## src/shared/timer_channel_pkg.sv

```systemverilog
package timer_channel_pkg;

  // ----------------------------------------------------------------
  // Geometry
  // ----------------------------------------------------------------
  localparam int unsigned CHANNELS   = 8;
  localparam int unsigned ADDR_WIDTH = 8;
  localparam int unsigned DATA_WIDTH = 8;
  localparam int unsigned SEL_WIDTH  = 2;
  localparam int unsigned MASTER_CH  = 7;

  // ----------------------------------------------------------------
  // Register offsets
  // ----------------------------------------------------------------
  localparam logic [7:0] OFS_CAPTURE_COMPARE_SELECT = 8'h00;
  localparam logic [7:0] OFS_MASTER_MASK            = 8'h02;
  localparam logic [7:0] OFS_MASTER_DATA            = 8'h03;
  localparam logic [7:0] OFS_OUTPUT_ACTION_HIGH     = 8'h08;
  localparam logic [7:0] OFS_OUTPUT_ACTION_LOW      = 8'h09;
  localparam logic [7:0] OFS_CAPTURE_EDGE_HIGH      = 8'h0A;
  localparam logic [7:0] OFS_CAPTURE_EDGE_LOW       = 8'h0B;
  localparam logic [7:0] OFS_INTERRUPT_ENABLE       = 8'h0C;
  localparam logic [7:0] OFS_OUTPUT_PIN_DISCONNECT  = 8'h0D;
  localparam logic [7:0] OFS_EVENT_FLAGS            = 8'h0E;

  // ----------------------------------------------------------------
  // Reset values
  // ----------------------------------------------------------------
  localparam logic [7:0] RST_REG    = 8'h00;
  localparam logic [7:0] READ_EMPTY = 8'h00;
  localparam logic [1:0] RST_SEL    = 2'h0;

  // ----------------------------------------------------------------
  // Selector encodings
  // ----------------------------------------------------------------
  typedef enum logic [1:0] {
    ACTION_NONE   = 2'b00,
    ACTION_TOGGLE = 2'b01,
    ACTION_CLEAR  = 2'b10,
    ACTION_SET    = 2'b11
  } output_action_e;

  localparam logic [1:0] EDGE_OFF     = 2'b00;
  localparam logic [1:0] EDGE_RISING  = 2'b01;
  localparam logic [1:0] EDGE_FALLING = 2'b10;
  localparam logic [1:0] EDGE_ANY     = 2'b11;

  // Pick the two-bit field of channel ch from a high/low register pair:
  // channels 7..4 in the high byte, 3..0 in the low byte, upper bit first.
  function automatic logic [1:0] pair_select(input logic [7:0] high_reg,
                                             input logic [7:0] low_reg,
                                             input int unsigned ch);
    logic [15:0] both;
    both = {high_reg, low_reg};
    return both[2 * ch +: 2];
  endfunction : pair_select

endpackage : timer_channel_pkg

```

## src/logic/channel_edge_detect.sv

```systemverilog
`timescale 1ns/1ps

module channel_edge_detect (
  input  wire logic       clk,
  input  wire logic       rstn,
  input  wire logic       pin_in,
  input  wire logic [1:0] edge_select,
  output logic            capture_pulse
);

  logic meta;
  logic sync;
  logic prev;
  wire  rising;
  wire  falling;
  wire  next_capture;

  // ----------------------------------------------------------------
  // Synchroniser; meta feeds only sync
  // ----------------------------------------------------------------
  always_ff @(posedge clk or negedge rstn) begin
    if (!rstn) begin
      meta <= 1'b0;
      sync <= 1'b0;
      prev <= 1'b0;
    end else begin
      meta <= pin_in;
      sync <= meta;
      prev <= sync;
    end
  end

  // ----------------------------------------------------------------
  // Edge qualification
  // ----------------------------------------------------------------
  assign rising  = sync & ~prev;
  assign falling = ~sync & prev;
  assign next_capture = (edge_select == timer_channel_pkg::EDGE_RISING  && rising)  ||
                        (edge_select == timer_channel_pkg::EDGE_FALLING && falling) ||
                        (edge_select == timer_channel_pkg::EDGE_ANY && (rising || falling));

  always_ff @(posedge clk or negedge rstn) begin
    if (!rstn) begin
      capture_pulse <= 1'b0;
    end else begin
      capture_pulse <= next_capture;
    end
  end

endmodule : channel_edge_detect

```

## src/logic/timer_channel_action_control.sv

```systemverilog
// Local design decision: the address-and-strobe port.
`timescale 1ns/1ps

// Function
// - Eight two-bit output action selectors, mode bit over level bit, one per channel.
// - On compare: 00 nothing, 01 toggle, 10 drive low, 11 drive high.
// - Any selector bit set turns the channel pin into a compare-driven output; here only while the channel is in compare mode.
// - Own selector action only while the channel's master mask bit is clear; channels 6..0 also while master mask bit 7 is set.
// - Compare logic drives the pin only while its disconnect bit is clear.
// - Channel 7 own action only while master mask bit 7 is clear.
// - Masked channel takes master data on channel 7 match; on coinciding events the master data win.
// - Edge code 00 disables capture, 01 captures rising edges.
// - Edge code 10 captures falling edges only.
// - Edge code 11 captures every transition.
// - Edge selectors 7..4 at 0x0A, 3..0 at 0x0B, B above A, reset zero.
// - Eight interrupt enables at 0x0C, bit per event flag, reset zero.
// - A flag requests an interrupt only while its enable bit is one.
// - A channel's flag sets on each capture or compare event.
// - Writing one clears a flag while timer or accumulator enabled; zero leaves it.
module timer_channel_action_control #(
  parameter int unsigned CHANNELS = timer_channel_pkg::CHANNELS
) (
  input  wire logic                                      clk,
  input  wire logic                                      rstn,
  input  wire logic [timer_channel_pkg::ADDR_WIDTH-1:0]  addr,
  input  wire logic [timer_channel_pkg::DATA_WIDTH-1:0]  wdata,
  input  wire logic                                      wr,
  input  wire logic                                      rd,
  output logic      [timer_channel_pkg::DATA_WIDTH-1:0]  rdata,
  input  wire logic                                      timer_enable,
  input  wire logic                                      pacc_enable,
  input  wire logic [CHANNELS-1:0]                       compare_match,
  input  wire logic [CHANNELS-1:0]                       channel_pin_in,
  output logic      [CHANNELS-1:0]                       channel_pin_out,
  output logic      [CHANNELS-1:0]                       channel_pin_oe,
  output logic      [CHANNELS-1:0]                       capture_event,
  output logic      [CHANNELS-1:0]                       channel_irq,
  output logic                                           irq
);

  localparam int unsigned M = timer_channel_pkg::MASTER_CH;

  // ----------------------------------------------------------------
  // Software registers
  // ----------------------------------------------------------------
  logic [7:0] capture_or_compare_select;
  logic [7:0] master_compare_output_mask;
  logic [7:0] master_compare_output_data;
  logic [7:0] output_action_select_high;
  logic [7:0] output_action_select_low;
  logic [7:0] capture_edge_select_high;
  logic [7:0] capture_edge_select_low;
  logic [7:0] channel_interrupt_enable;
  logic [7:0] output_pin_disconnect;
  logic [7:0] channel_event_flags;

  // ----------------------------------------------------------------
  // Address decode
  // ----------------------------------------------------------------
  wire hit_select   = (addr == timer_channel_pkg::OFS_CAPTURE_COMPARE_SELECT);
  wire hit_mask     = (addr == timer_channel_pkg::OFS_MASTER_MASK);
  wire hit_data     = (addr == timer_channel_pkg::OFS_MASTER_DATA);
  wire hit_act_high = (addr == timer_channel_pkg::OFS_OUTPUT_ACTION_HIGH);
  wire hit_act_low  = (addr == timer_channel_pkg::OFS_OUTPUT_ACTION_LOW);
  wire hit_edg_high = (addr == timer_channel_pkg::OFS_CAPTURE_EDGE_HIGH);
  wire hit_edg_low  = (addr == timer_channel_pkg::OFS_CAPTURE_EDGE_LOW);
  wire hit_enable   = (addr == timer_channel_pkg::OFS_INTERRUPT_ENABLE);
  wire hit_discon   = (addr == timer_channel_pkg::OFS_OUTPUT_PIN_DISCONNECT);
  wire hit_flags    = (addr == timer_channel_pkg::OFS_EVENT_FLAGS);

  wire wr_select   = wr & hit_select;
  wire wr_mask     = wr & hit_mask;
  wire wr_data     = wr & hit_data;
  wire wr_act_high = wr & hit_act_high;
  wire wr_act_low  = wr & hit_act_low;
  wire wr_edg_high = wr & hit_edg_high;
  wire wr_edg_low  = wr & hit_edg_low;
  wire wr_enable   = wr & hit_enable;
  wire wr_discon   = wr & hit_discon;
  wire wr_flags    = wr & hit_flags;

  // ----------------------------------------------------------------
  // Register writes
  // ----------------------------------------------------------------
  // Plain storage; every selector is live on the clock after the write
  always_ff @(posedge clk or negedge rstn) begin
    if (!rstn) begin
      capture_or_compare_select  <= timer_channel_pkg::RST_REG;
      master_compare_output_mask <= timer_channel_pkg::RST_REG;
      master_compare_output_data <= timer_channel_pkg::RST_REG;
      output_action_select_high  <= timer_channel_pkg::RST_REG;
      output_action_select_low   <= timer_channel_pkg::RST_REG;
      capture_edge_select_high   <= timer_channel_pkg::RST_REG;
      capture_edge_select_low    <= timer_channel_pkg::RST_REG;
      channel_interrupt_enable   <= timer_channel_pkg::RST_REG;
      output_pin_disconnect      <= timer_channel_pkg::RST_REG;
    end else begin
      if (wr_select) begin
        capture_or_compare_select <= wdata;
      end
      if (wr_mask) begin
        master_compare_output_mask <= wdata;
      end
      if (wr_data) begin
        master_compare_output_data <= wdata;
      end
      if (wr_act_high) begin
        output_action_select_high <= wdata;
      end
      if (wr_act_low) begin
        output_action_select_low <= wdata;
      end
      if (wr_edg_high) begin
        capture_edge_select_high <= wdata;
      end
      if (wr_edg_low) begin
        capture_edge_select_low <= wdata;
      end
      if (wr_enable) begin
        channel_interrupt_enable <= wdata;
      end
      if (wr_discon) begin
        output_pin_disconnect <= wdata;
      end
    end
  end

  // ----------------------------------------------------------------
  // Read path
  // ----------------------------------------------------------------
  // Unmapped addresses read as zero; data stand only in the cycle after the strobe
  wire [7:0] read_mux =
    hit_select   ? capture_or_compare_select  :
    hit_mask     ? master_compare_output_mask :
    hit_data     ? master_compare_output_data :
    hit_act_high ? output_action_select_high  :
    hit_act_low  ? output_action_select_low   :
    hit_edg_high ? capture_edge_select_high   :
    hit_edg_low  ? capture_edge_select_low    :
    hit_enable   ? channel_interrupt_enable   :
    hit_discon   ? output_pin_disconnect      :
    hit_flags    ? channel_event_flags        :
                   timer_channel_pkg::READ_EMPTY;

  wire [7:0] next_rdata = rd ? read_mux : timer_channel_pkg::READ_EMPTY;

  always_ff @(posedge clk or negedge rstn) begin
    if (!rstn) begin
      rdata <= timer_channel_pkg::READ_EMPTY;
    end else begin
      rdata <= next_rdata;
    end
  end

  // ----------------------------------------------------------------
  // Input capture edge detectors
  // ----------------------------------------------------------------
  logic [CHANNELS-1:0] capture_pulse;

  genvar gc;
  generate
    for (gc = 0; gc < CHANNELS; gc++) begin : g_capture
      wire [1:0] edge_sel = timer_channel_pkg::pair_select(capture_edge_select_high,
                                                            capture_edge_select_low, gc);
      channel_edge_detect u_edge (
        .clk           (clk),
        .rstn          (rstn),
        .pin_in        (channel_pin_in[gc]),
        .edge_select   (edge_sel),
        .capture_pulse (capture_pulse[gc])
      );
    end
  endgenerate

  // Only channels in capture mode report a capture
  wire [CHANNELS-1:0] capture_qualified = capture_pulse & ~capture_or_compare_select[CHANNELS-1:0];

  always_ff @(posedge clk or negedge rstn) begin
    if (!rstn) begin
      capture_event <= '0;
    end else begin
      capture_event <= capture_qualified;
    end
  end

  // ----------------------------------------------------------------
  // Output compare actions
  // ----------------------------------------------------------------
  // The master only acts when channel 7 itself is in compare mode
  wire master_fire = compare_match[M] & capture_or_compare_select[M];

  logic [CHANNELS-1:0] compare_level;
  logic [CHANNELS-1:0] next_level;
  logic [CHANNELS-1:0] next_oe;
  logic [CHANNELS-1:0] compare_fire;

  genvar go;
  generate
    for (go = 0; go < CHANNELS; go++) begin : g_compare
      wire [1:0] act_code = timer_channel_pkg::pair_select(output_action_select_high,
                                                            output_action_select_low, go);
      wire       in_compare = capture_or_compare_select[go];
      wire       masked     = master_compare_output_mask[go];
      // Channel 7 gates itself; other masked channels keep their own action
      // only while channel 7 is also masked onto itself
      wire       own_allowed = (go == M) ? ~masked
                                         : (~masked | master_compare_output_mask[M]);
      wire       own_fire    = compare_match[go] & in_compare & own_allowed;
      wire       master_hit  = master_fire & masked & in_compare;
      logic      own_level;

      always_comb begin
        unique case (timer_channel_pkg::output_action_e'(act_code))
          timer_channel_pkg::ACTION_NONE:   own_level = compare_level[go];
          timer_channel_pkg::ACTION_TOGGLE: own_level = ~compare_level[go];
          timer_channel_pkg::ACTION_CLEAR:  own_level = 1'b0;
          timer_channel_pkg::ACTION_SET:    own_level = 1'b1;
        endcase
      end

      // Coinciding events: the master data win, since the pin cannot take both
      assign next_level[go] = master_hit ? master_compare_output_data[go] :
                              own_fire   ? own_level :
                                           compare_level[go];
      assign compare_fire[go] = compare_match[go] & in_compare;

      // A connected compare-mode pin becomes an output when a selector bit or the master mask claims it
      assign next_oe[go] = in_compare & ~output_pin_disconnect[go] &
                           ((|act_code) | masked);
    end
  endgenerate

  always_ff @(posedge clk or negedge rstn) begin
    if (!rstn) begin
      compare_level  <= '0;
      channel_pin_oe <= '0;
    end else begin
      compare_level  <= next_level;
      channel_pin_oe <= next_oe;
    end
  end

  // Level tracks even while disconnected, so reconnecting shows the true state
  assign channel_pin_out = compare_level;

  // ----------------------------------------------------------------
  // Event flags
  // ----------------------------------------------------------------
  // Independent accumulator use relies on software leaving the selector at 00
  wire [7:0] flag_set   = {{(8 - CHANNELS){1'b0}}, compare_fire | capture_qualified};
  wire       clear_ok   = timer_enable | pacc_enable;
  wire [7:0] flag_clear = (wr_flags && clear_ok) ? wdata : timer_channel_pkg::RST_REG;
  // A set in the clearing cycle wins, so no event is lost
  wire [7:0] next_flags = flag_set | (channel_event_flags & ~flag_clear);

  always_ff @(posedge clk or negedge rstn) begin
    if (!rstn) begin
      channel_event_flags <= timer_channel_pkg::RST_REG;
    end else begin
      channel_event_flags <= next_flags;
    end
  end

  // ----------------------------------------------------------------
  // Interrupt requests
  // ----------------------------------------------------------------
  wire [CHANNELS-1:0] next_irq = channel_event_flags[CHANNELS-1:0] &
                                 channel_interrupt_enable[CHANNELS-1:0];

  always_ff @(posedge clk or negedge rstn) begin
    if (!rstn) begin
      channel_irq <= '0;
      irq         <= 1'b0;
    end else begin
      channel_irq <= next_irq;
      irq         <= |next_irq;
    end
  end

endmodule : timer_channel_action_control

```

## config.mk

```make
export PLATFORM = sky130hd
export DESIGN_NAME = timer_channel_action_control
export DESIGN_NICKNAME = d
export VERILOG_FILES = /design/src/shared/timer_channel_pkg.sv /design/src/logic/channel_edge_detect.sv /design/src/logic/timer_channel_action_control.sv
export SDC_FILE = /design/constraint.sdc
export NUM_CORES = 1
export LEC_CHECK = 0
export BUFFER_PORTS_ARGS = -buffer_cell sky130_fd_sc_hd__buf_2
export CAP_MARGIN = 10
export CORE_MARGIN = 5
export CORE_UTILIZATION = 45
export CTS_CLUSTER_DIAMETER = 120
export CTS_CLUSTER_SIZE = 40
export DETAILED_ROUTE_END_ITERATION = 7
export GPL_TIMING_DRIVEN = 0
export PLACE_DENSITY_LB_ADDON = 0.3
export SETUP_SLACK_MARGIN = 0.3
export SLEW_MARGIN = 20
export SYNTH_ARGS = -nofsm -noshare
export SYNTH_HDL_FRONTEND = slang
export SYNTH_SLANG_ARGS = --single-unit
```

## constraint.sdc

```tcl
create_clock -name clk -period 1.75 [get_ports clk]
set_input_delay 0.0875 -clock clk [delete_from_list [all_inputs] [get_ports clk]]
set_output_delay 0.0875 -clock clk [all_outputs]
set_load 0.01 [all_outputs]
```

Word-level counts from Yosys, hierarchy flattened

Index checks and enable logic that the tools add are counted.

Muxes and demuxes: 36
Eq/ne operators: 65
Reductions and logical operators: 83
Bitwise gates (word level): 137

Operators with widths:

| cell                                                            | count |
|---|---|
| 8-bit two-way mux                                               | 12 |
| 1-bit AND                                                       | 74 |
| 2-bit == test, second input constant                            | 32 |
| 8-bit by 4-bit == test with 1-bit output, second input constant | 7 |
| 1-bit inverter                                                  | 40 |
| 2-bit by 1-bit == test with 1-bit output, second input constant | 16 |
| 1-bit logical AND                                               | 25 |
| 8-bit AND                                                       | 3 |
| 1-bit logical OR                                                | 24 |
| 1-bit one-hot mux with 3 select lines                           | 8 |
| 8-bit by 2-bit == test with 1-bit output, second input constant | 2 |
| 2-bit zero test                                                 | 8 |
| 1-bit two-way mux                                               | 16 |
| 2-bit inequality test, second input constant                    | 8 |
| 8-bit inverter                                                  | 2 |
| 1-bit OR                                                        | 16 |
| 8-bit OR                                                        | 2 |
| 2-bit AND reduction                                             | 8 |
| 2-bit nonzero test                                              | 8 |
| 2-bit OR reduction                                              | 8 |
| 8-bit zero test                                                 | 1 |
| 8-bit OR reduction                                              | 1 |

Register bits after elaboration: 153
Output and inout bits: 41
Logic and storage cells: 376

Longest topological paths before layout

Gate-level depths: netlist (run 1).

Depth in word-level cells: 12
Depth in mapped cells: 7

Modules after synthesis

From an unflattened synthesis (run 1), not the netlist that was laid out.

Cells, all modules: 585
Area, all modules: 7083.0 µm²

Modules (own cells, without submodules):

| module                       | area each (µm²) | instances | cells each |
|---|---|---|---|
| timer_channel_action_control | 5811.8          | 1         | 481 |
| channel_edge_detect          | 158.9           | 8         | 13 |

Worst setup path before layout (run 1)

No wires, ideal clock.

Path type: register to register
From: register channel_event_flags[2]
To: register irq
Library setup time: 0.139 ns
Buffers on the path: 0
Cell stages (with the launch flop): 4
Clock period less this slack: 1.598 ns
Path slack: 0.152 ns
Arrival time: 1.459 ns
Cell sequence: dfrtp_1 -> and2_1 -> or4_1 -> or4_1

Longest elaborated chain between the ends: 2

RTL lines:

| element                | line                                | text |
|---|---|---|
| start, declared        | timer_channel_action_control.sv:55  | `logic [7:0] channel_event_flags;` |
| start signal, assigned | timer_channel_action_control.sv:258 | `channel_event_flags <= timer_channel_pkg::RST_REG;` |
| start signal, assigned | timer_channel_action_control.sv:260 | `channel_event_flags <= next_flags;` |
| 8-bit AND              | timer_channel_action_control.sv:267 | `wire [CHANNELS-1:0] next_irq = channel_event_flags[CHANNELS-1:0] &` |
| net next_irq[2]        | timer_channel_action_control.sv:267 |  |
| 8-bit OR reduction     | timer_channel_action_control.sv:276 | `irq <= \|next_irq;` |
| end signal, assigned   | timer_channel_action_control.sv:276 |  |
| end, declared          | timer_channel_action_control.sv:38  | `output logic irq` |

The timed path passes the listed nets, and every way through them passes these cells.
A chain may end at the register's enable or synchronous reset.

Worst setup path in the final report (run 1)

From: register channel_interrupt_enable[3]
To: register irq

Longest elaborated chain between the ends: 2

RTL lines:

| element                | line                                | text |
|---|---|---|
| start, declared        | timer_channel_action_control.sv:53  | `logic [7:0] channel_interrupt_enable;` |
| start signal, assigned | timer_channel_action_control.sv:95  | `channel_interrupt_enable <= timer_channel_pkg::RST_REG;` |
| start signal, assigned | timer_channel_action_control.sv:120 | `channel_interrupt_enable <= wdata;` |
| 8-bit AND              | timer_channel_action_control.sv:267 |  |
| net next_irq[3]        | timer_channel_action_control.sv:267 |  |
| 8-bit OR reduction     | timer_channel_action_control.sv:276 |  |

The timed path passes the listed nets, and every way through them passes these cells.

==> metrics, run 1 <==
status=complete, no violations; Post-synth top flop=dfrtp_1; worst hold stages=2; routability-driven placement congestion ratio=0.869; Yosys reg bits=153; R2R Path End=irq$_DFF_PN0_; Simple-Gate Fraction of Synth Area=0.112; # diodes=0; number of flops mapped to enable cells by yosys=0; fin crit period=approximately 1.7 ns; Hold WC Path Type=in -> reg; Leak Pwr=just over 4 nW; Worst-Skew Late Latency=around 0.43 ns; vias in the first global route=5,076; die area=0.0177 mm^2; Setup WS pre-CTS=-0.396 ns; die height=133 um; drt pass-1 iters=5; post-synthesis sequential area ratio=0.562; Synth Warn #=0; grt ovf=0; R2R Setup Slk=0.1 ns; worst min-delay path startpoint=wdata[3]; Post-Syn Area=roughly 0.0068 mm^2; Synth async-reset ratio=1.00; Syn Inst Count=575; fillers=approximately 1,300; Finished Layout Cells=883; total track usage=0.213; DP Wirelength=12,200 um; RSZ-0062 raised after global routing=true; Yosys top cell area share=0.562; Worst-Margin Slew=0.801 ns; CTS tree=done; Power per Cell Area=1030 mW/mm^2; clk slew on worst S/H paths=~0.060 ns; Tcrit/Tclk final=0.943; largest family of logic cells by synthesized area=multiplexers; via count=5,016; worst endpoint required time=2.05 ns; Hold Crit Endpoint=output_action_select_high[3]$_DFFE_PN0P_; Yosys cell types=43; post-synth top area cell=dfrtp_1; Root Buffer=clkbuf_16; share of cells above drive strength 1=0.304; Post-Route Utilization=0.551; placed cells=830; antenna viol nets, final=0; Max-Cap Viols=0; Synthesized Nets=629; synthesis-to-finish area growth=21.6%; crit path max fanout=3; CP Capture Type=register; top cells by count, synth=dfrtp_1 (153), mux2_2 (73), nand2_1 (63); fin area=0.00829 mm^2; most common cell in the netlist=dfrtp_1; synthesized area per cell=11.8 um^2; iteration-0 DRC count of the detailed router=between 400 and 500; Fin. Hold Viols=0; Startpoint Class=register; Ports=79; chip width=133 um; post-synthesis compound-gate area fraction=0.118; Peak VDD IR=0.622 mV; IO Port Bufs=66; Crit path arrival time=1.95 ns; mux cell area share after synthesis=0.144; initial antenna violation count=0; final wirelength=around 18,000 um; nets=738; H-Tree Depth=4; reg-to-reg startpoint=channel_interrupt_enable[3]$_DFFE_PN0P_; final setup fails=0; worst r2r path cells=3; Clock Skews=roughly 0.0056 ns; CTS Sinks=153; ranking of synthesized cells by area=dfrtp_1 (56%), mux2_2 (12%), nand2_1 (3.5%); adder-cell share of the synthesized area=0.0294; max-slew violations=0; XOR/XNOR share of the synthesized area=0; WL/cell=20.5 um; Final WS setup=0.0994 ns; vias per inst=between 5 and 6; maximum clock path buffer count=2; critical path class=reg -> reg; CTS Buf Count=17; largest net degree at the start of global routing=just over 80; Hold WS=0.0399 ns; Sum Neg Setup Slack=0 ns; fmax=606 MHz; Core Rows=45; Initial Util=0.453; total power=8.50 mW; core area=0.0150 mm^2; placed cell area=between 0.007 and 0.008 mm^2; drc violations=0; first-pass GRT wire length=between 20,000 and 30,000 um; worst relative slew slack=0.465
timing repair:
action	4_1_cts	5_1_grt
buffers inserted	5	1
gates cloned	0	0
endpoints found under the hold margin	89	0
pin swaps	1	3
setup endpoints to repair	62	38
resized for setup	9	13
hold buffers	17	0
layout by cell type (no fill, tap or decap), drive strengths merged, types with 12 or more instances in the layout:
master,count
a21oi,28
buf,93
clkbuf,28
dfrtp,153
dlygate4sd3,17
ha,16
inv,27
mux2,73
mux2i,16
nand2,64
nand3,12
nor2,14
o211ai,15
o21ai,28
how the worst max path moves through the flow:
stage / startpoint / to / slack (ns) / cells after the start
final: channel_interrupt_enable[3]$_DFFE_PN0P_ / irq$_DFF_PN0_ / 0.1 / 3
after global placement: rstn / capture_event[6]$_DFF_PN0_ / -1.65 / 1
after detailed placement: addr[0] / capture_edge_select_high[2]$_DFFE_PN0P_ / -0.40 / 5
after CTS: channel_interrupt_enable[2]$_DFFE_PN0P_ / irq$_DFF_PN0_ / 0.12 / 3
after global routing: channel_event_flags[2]$_DFF_PN0_ / irq$_DFF_PN0_ / 0.07 / 3
after floorplan: channel_interrupt_enable[2]$_DFFE_PN0P_ / irq$_DFF_PN0_ / 0.23 / 3
final cells by class:
cell class | count | area, um^2 | share of cell area
sequential | 153 | 3830 | 0.462
multi-input combinational | 370 | 2800 | 0.338
timing repair buffer | 90 | 583 | 0.0704
inverter | 27 | 101 | 0.0122
tap | 188 | 235 | 0.0284
clock inverter | 7 | 118 | 0.0142
clock buffer | 23 | 478 | 0.0577
buffer | 25 | 143 | 0.0172
worst max-delay path, stage by stage (launching register included):
cell and delay, ns:
dfrtp_1 0.39, and2_4 0.18, or4_4 0.53, or4_4 0.41
per-layer routing:
layer / global-route usage / wire, um
met5: 0 / 0
met4: 0.0883 / 466
met3: 0.0582 / 1270
met2: 0.315 / 8300
met1: 0.298 / 8070
where the power goes:
part           switching (mW)  leakage [nW]  total, mW  internal, mW
Clock                    1.40         0.281       3.74          2.34
Combinational           0.407          1.80      0.783         0.376
Sequential              0.211          2.03       3.98          3.77
Total                    2.02          4.11       8.50          6.48
logic make-up (layout without fill, tap and decap cells):
kind of cell / after synthesis / after routing
AOI/OAI and AO/OA: 119 / 119
muxes: 89 / 89
DFF: 153 / 153
adders and majority gates: 16 / 16
and+or+nand+nor: 146 / 146
buffers and inverters: 52 / 172
Note: power is estimated with default switching activity, not from simulation.
==> run 2: changes to the inputs <==
--- a/config.mk
+++ b/config.mk
@@ -5,15 +5,16 @@
 export SDC_FILE = /design/constraint.sdc
 export NUM_CORES = 1
 export LEC_CHECK = 0
-export BUFFER_PORTS_ARGS = -buffer_cell sky130_fd_sc_hd__buf_2
 export CAP_MARGIN = 10
 export CORE_MARGIN = 5
 export CORE_UTILIZATION = 45
 export CTS_CLUSTER_DIAMETER = 120
 export CTS_CLUSTER_SIZE = 40
 export DETAILED_ROUTE_END_ITERATION = 7
+export DONT_BUFFER_PORTS = 1
 export GPL_TIMING_DRIVEN = 0
 export PLACE_DENSITY_LB_ADDON = 0.3
+export RECOVER_POWER = 100
 export SETUP_SLACK_MARGIN = 0.3
 export SLEW_MARGIN = 20
 export SYNTH_ARGS = -nofsm -noshare
==> metrics, run 2 (same netlist as run 1, synthesis figures left out) <==
status=complete, but fails checks; failing checks=hold timing; CTS tree=done; final setup fails=0; iteration-0 DRC count of the detailed router=around 430; # hold bufs at CTS=18; largest net degree at the start of global routing=between 150 and 200; nets=669; routability-driven placement congestion ratio=0.918; Initial Util=0.453; crit path max fanout=9; CP Capture Type=register; worst r2r path cells=3; Hold WS=-0.645 ns; worst relative slew slack=0.509; RSZ-0062 raised after global routing=true; sequential standard cell area=0.00383 mm^2; Leak Pwr=3.77 nW; clk slew on worst S/H paths=0.06 ns; commonest non-fill, non-tap cell in the layout=dfrtp_1; WL/cell=22.3 um; Clock Skews=0.00625 ns; Power per Cell Area=1070 mW/mm^2; Fin. Hold Viols=~150; vias in the first global route=~4,900; Peak VDD IR=0.659 mV; Max-Cap Viols=0; Sum Neg Setup Slack=0 ns; Hold WC Path Type=in -> async; core area=0.0150 mm^2; share of cells above drive strength 1=0.220; synthesis-to-finish area growth=15.3%; maximum clock path buffer count=2; fin crit period=1.67 ns; most frequent cells in the layout=dfrtp_1 (153), mux2_2 (73), nand2_1 (62); DP Wirelength=around 12,000 um; worst endpoint required time=2.06 ns; Worst-Margin Slew=0.735 ns; Core Rows=45; Root Buffer=clkbuf_16; CTS Sinks=roughly 150; drt pass-1 iters=5; total track usage=0.214; Crit path arrival time=just under 2 ns; R2R Path End=irq$_DFF_PN0_; R2R Setup Slk=0.12 ns; antenna viol nets, final=0; final wirelength=18,200 um; Multi-input gate area=0.00275 mm^2; Worst-Skew Late Latency=around 0.43 ns; total power=8.37 mW; chip width=133 um; critical path class=in -> reg; CTS Buf Count=17; fmax=around 600 MHz; max-slew violations=0; H-Tree Depth=4; # diodes=0; initial antenna violation count=0; drc violations=0; vias per inst=about 5.9; Startpoint Class=input port; Ports=79; die height=133 um; first-pass GRT wire length=28,500 um; reg-to-reg startpoint=channel_event_flags[2]$_DFF_PN0_; via count=4,770; fillers=1,270; die area=0.0177 mm^2; IO Port Bufs=0; Tcrit/Tclk final=0.955; grt ovf=0
run 2: cell count changes in the layout (fill, tap and decap cells not counted), sizes merged:
cell	before	now
clkbuf	28	32
clkinvlp	3	1
clkinv	1	4
dlygate4sd3	17	18
buf	93	19
run 2: critical path: stages:
cell	delay (ns)
nor4_2	0.51
and3_1	0.23
clkbuf_2	0.28
nand2_1	0.44
mux2_2	0.42
run 2: through the flow:
stage | cell area (um^2) | setup WS (ns) | hold WS, ns | util | instances
floorplan | 6810 | 0.228 | -0.208 | - | 575
global placement | 7050 | -0.345 | -0.203 | 0.469 | 763
detailed placement | 7050 | -0.376 | -0.201 | 0.469 | 763
CTS | 7880 | 0.120 | -0.658 | 0.524 | 815
global route | 7860 | 0.0548 | -0.666 | 0.523 | 815
finish | 7860 | 0.0786 | -0.645 | 0.523 | 815
run 2: power by group:
group,switching [mW],internal [mW],total [mW]
Combinational,0.285,0.312,0.596
Sequential,0.236,3.77,4.01
Clock,1.39,2.37,3.77
run 2: routing by layer:
| layer | global-route usage | vias up | wire length (um) |
|---|---|---|---|
| met2 | 0.320 | 195 | 8250 |
| li1 | - | 2136 | - |
| met5 | 0 | - | 0 |
| met3 | 0.0684 | 41 | 1470 |
| met4 | 0.0901 | 0 | 567 |
| met1 | 0.289 | 2398 | 7930 |
run 2: cell type report:
type                            count  area share
Sequential cell                   153       0.487
Multi-Input combinational cell    370       0.351
Clock inverter                      8      0.0150
Tap cell                          188      0.0299
Clock buffer                       23      0.0621
Inverter                           27      0.0129
Buffer                             25      0.0164
Timing Repair Buffer               21      0.0258
run 2: worst max-delay path by stage:
stage	startpoint	endpoint	slack, ns	depth (start not counted)
final	addr[7]	output_pin_disconnect[7]$_DFFE_PN0P_	0.08	5
after global routing	addr[7]	output_pin_disconnect[7]$_DFFE_PN0P_	0.05	5
after CTS	channel_interrupt_enable[2]$_DFFE_PN0P_	irq$_DFF_PN0_	0.12	3
after detailed placement	addr[0]	capture_edge_select_high[6]$_DFFE_PN0P_	-0.38	5
after global placement	addr[0]	capture_edge_select_high[6]$_DFFE_PN0P_	-0.35	5
after floorplan	channel_interrupt_enable[2]$_DFFE_PN0P_	irq$_DFF_PN0_	0.23	3
run 2: repair_timing:
item,4_1_cts,5_1_grt
endpoints found under the setup margin,33,12
setup buffers,3,0
hold endpoints to repair,171,153
gates resized for setup,8,8
==> run 3: changes to the inputs <==
==> constraint.sdc (replaced) <==
create_clock -name clk -period 1.59 [get_ports clk]
set_input_delay 0.0795 -clock clk [delete_from_list [all_inputs] [get_ports clk]]
set_output_delay 0.0795 -clock clk [all_outputs]
set_load 0.01 [all_outputs]
==> metrics, run 3 (same netlist as run 1, synthesis figures left out) <==
Setup WS pre-CTS=-0.350 ns; crit path max fanout=2; max-slew violations=0; clk slew on worst S/H paths=0.06 ns; Peak VDD IR=0.741 mV; status=complete, but fails checks; CTS Sinks=about 150; crit-path cells=and2_4 > or4_4 > or4_1; Sum Neg Setup Slack=-0.0685 ns; Ports=79; fin crit period=around 1.7 ns; Startpoint Class=register; drc violations=0; # hold bufs at CTS=17; CP max stage delay=about 0.57 ns; Core Rows=45; failing checks=hold timing, setup timing; first-pass GRT wire length=27,800 um; initial antenna violation count=0; chip width=~130 um; Worst path top cell family by delay=simple AND/OR/NAND/NOR gates; most frequent cells in the layout=dfrtp_1 (152), mux2_2 (73), nand2_1 (61); nets=688; slowest CP cell=or4_4; largest net degree at the start of global routing=154; WL/cell=21.5 um; H-Tree Depth=4; vias in the first global route=4,765; worst relative slew slack=0.600; core area=0.0150 mm^2; antenna viol nets, final=0; Final WS setup=-0.0685 ns; CP Capture Type=register; share of cells above drive strength 1=0.279; CTS Buf Count=17; final wirelength=about 18,000 um; grt ovf=0; Power per Cell Area=1120 mW/mm^2; Leak Pwr=3.90 nW; synthesis-to-finish area growth=20.2%; commonest non-fill, non-tap cell in the layout=dfrtp_1; drt pass-1 iters=5; maximum clock path buffer count=2; IO Port Bufs=0; Crit path arrival time=around 2.0 ns; Tcrit/Tclk final=1.04; Hold WC Path Type=in -> async; Fin. Hold Viols=153; Max-Cap Viols=0; DP Wirelength=11,800 um; CTS tree=done; Clock Skews=0.0128 ns; Hold WS=-0.646 ns; via count=4,830; Worst-Skew Late Latency=0.43 ns; fmax=~600 MHz; total track usage=0.209; Initial Util=0.453; Root Buffer=clkbuf_16; Worst-Margin Slew=about 0.60 ns; vias per inst=5.79; # diodes=0; critical path class=reg -> reg; RSZ-0062 raised after global routing=true; worst endpoint required time=1.89 ns; die area=around 0.018 mm^2; total power=9.20 mW; CP bufs+invs=0; routability-driven placement congestion ratio=0.902; iteration-0 DRC count of the detailed router=~410; die height=133 um; final setup fails=1
run 3: final cells by class:
| type | count | area (um^2) |
|---|---|---|
| inverter | 27 | 101 |
| clock inverter | 11 | 149 |
| timing repair buffer | 40 | 347 |
| sequential | 153 | 3830 |
| tap | 188 | 235 |
| clock buffer | 20 | 447 |
| multi-input combinational | 370 | 2910 |
| fill | 1275 | 6840 |
| buffer | 25 | 170 |
run 3: timing repair:
| item | CTS | global route |
|---|---|---|
| endpoints found under the setup margin | 36 | 19 |
| resized for setup | 21 | 8 |
| setup buffers | 9 | 14 |
| pin swaps | 5 | 10 |
| endpoints found under the hold margin | 171 | 153 |
run 3: final timing paths:
path                       cells past startpoint                                      end                                from  slack (ns)
min reg2reg                                    0       g_capture[0].u_edge.sync$_DFF_PN0_  g_capture[0].u_edge.meta$_DFF_PN0_        0.35
max in group asynchronous                      0       g_capture[6].u_edge.meta$_DFF_PN0_                                rstn        1.86
max                                            3                            irq$_DFF_PN0_    channel_event_flags[3]$_DFF_PN0_       -0.07
min                                            0       g_capture[1].u_edge.meta$_DFF_PN0_                                rstn       -0.65
max reg2reg                                    3                            irq$_DFF_PN0_    channel_event_flags[3]$_DFF_PN0_       -0.07
min in group clk                               2  capture_edge_select_high[2]$_DFFE_PN0P_                            wdata[2]        0.05
run 3: report_power, final:
group / switching, mW / internal [mW] / total, mW
clock network: 1.57 / 2.50 / 4.06
registers: 0.255 / 4.15 / 4.40
logic: 0.347 / 0.384 / 0.731
run 3: routing by layer:
metal / up-vias / wire (um) / track usage
met4: 0 / 590 / 0.0999
li1: 2191 / - / -
met5: - / 0 / 0
met3: 33 / 1320 / 0.0567
met1: 2440 / 7020 / 0.256
met2: 166 / 8980 / 0.344
run 3: through the flow:
step	std cells	hold slack [ns]	instance area, um^2	utilization
2_1_floorplan	575	-0.216	6940	-
3_3_place_gp	763	-0.210	7170	0.477
3_5_place_dp	763	-0.210	7170	0.477
4_1_cts	820	-0.669	8060	0.536
5_1_grt	834	-0.663	8190	0.545
6_report	834	-0.646	8190	0.545
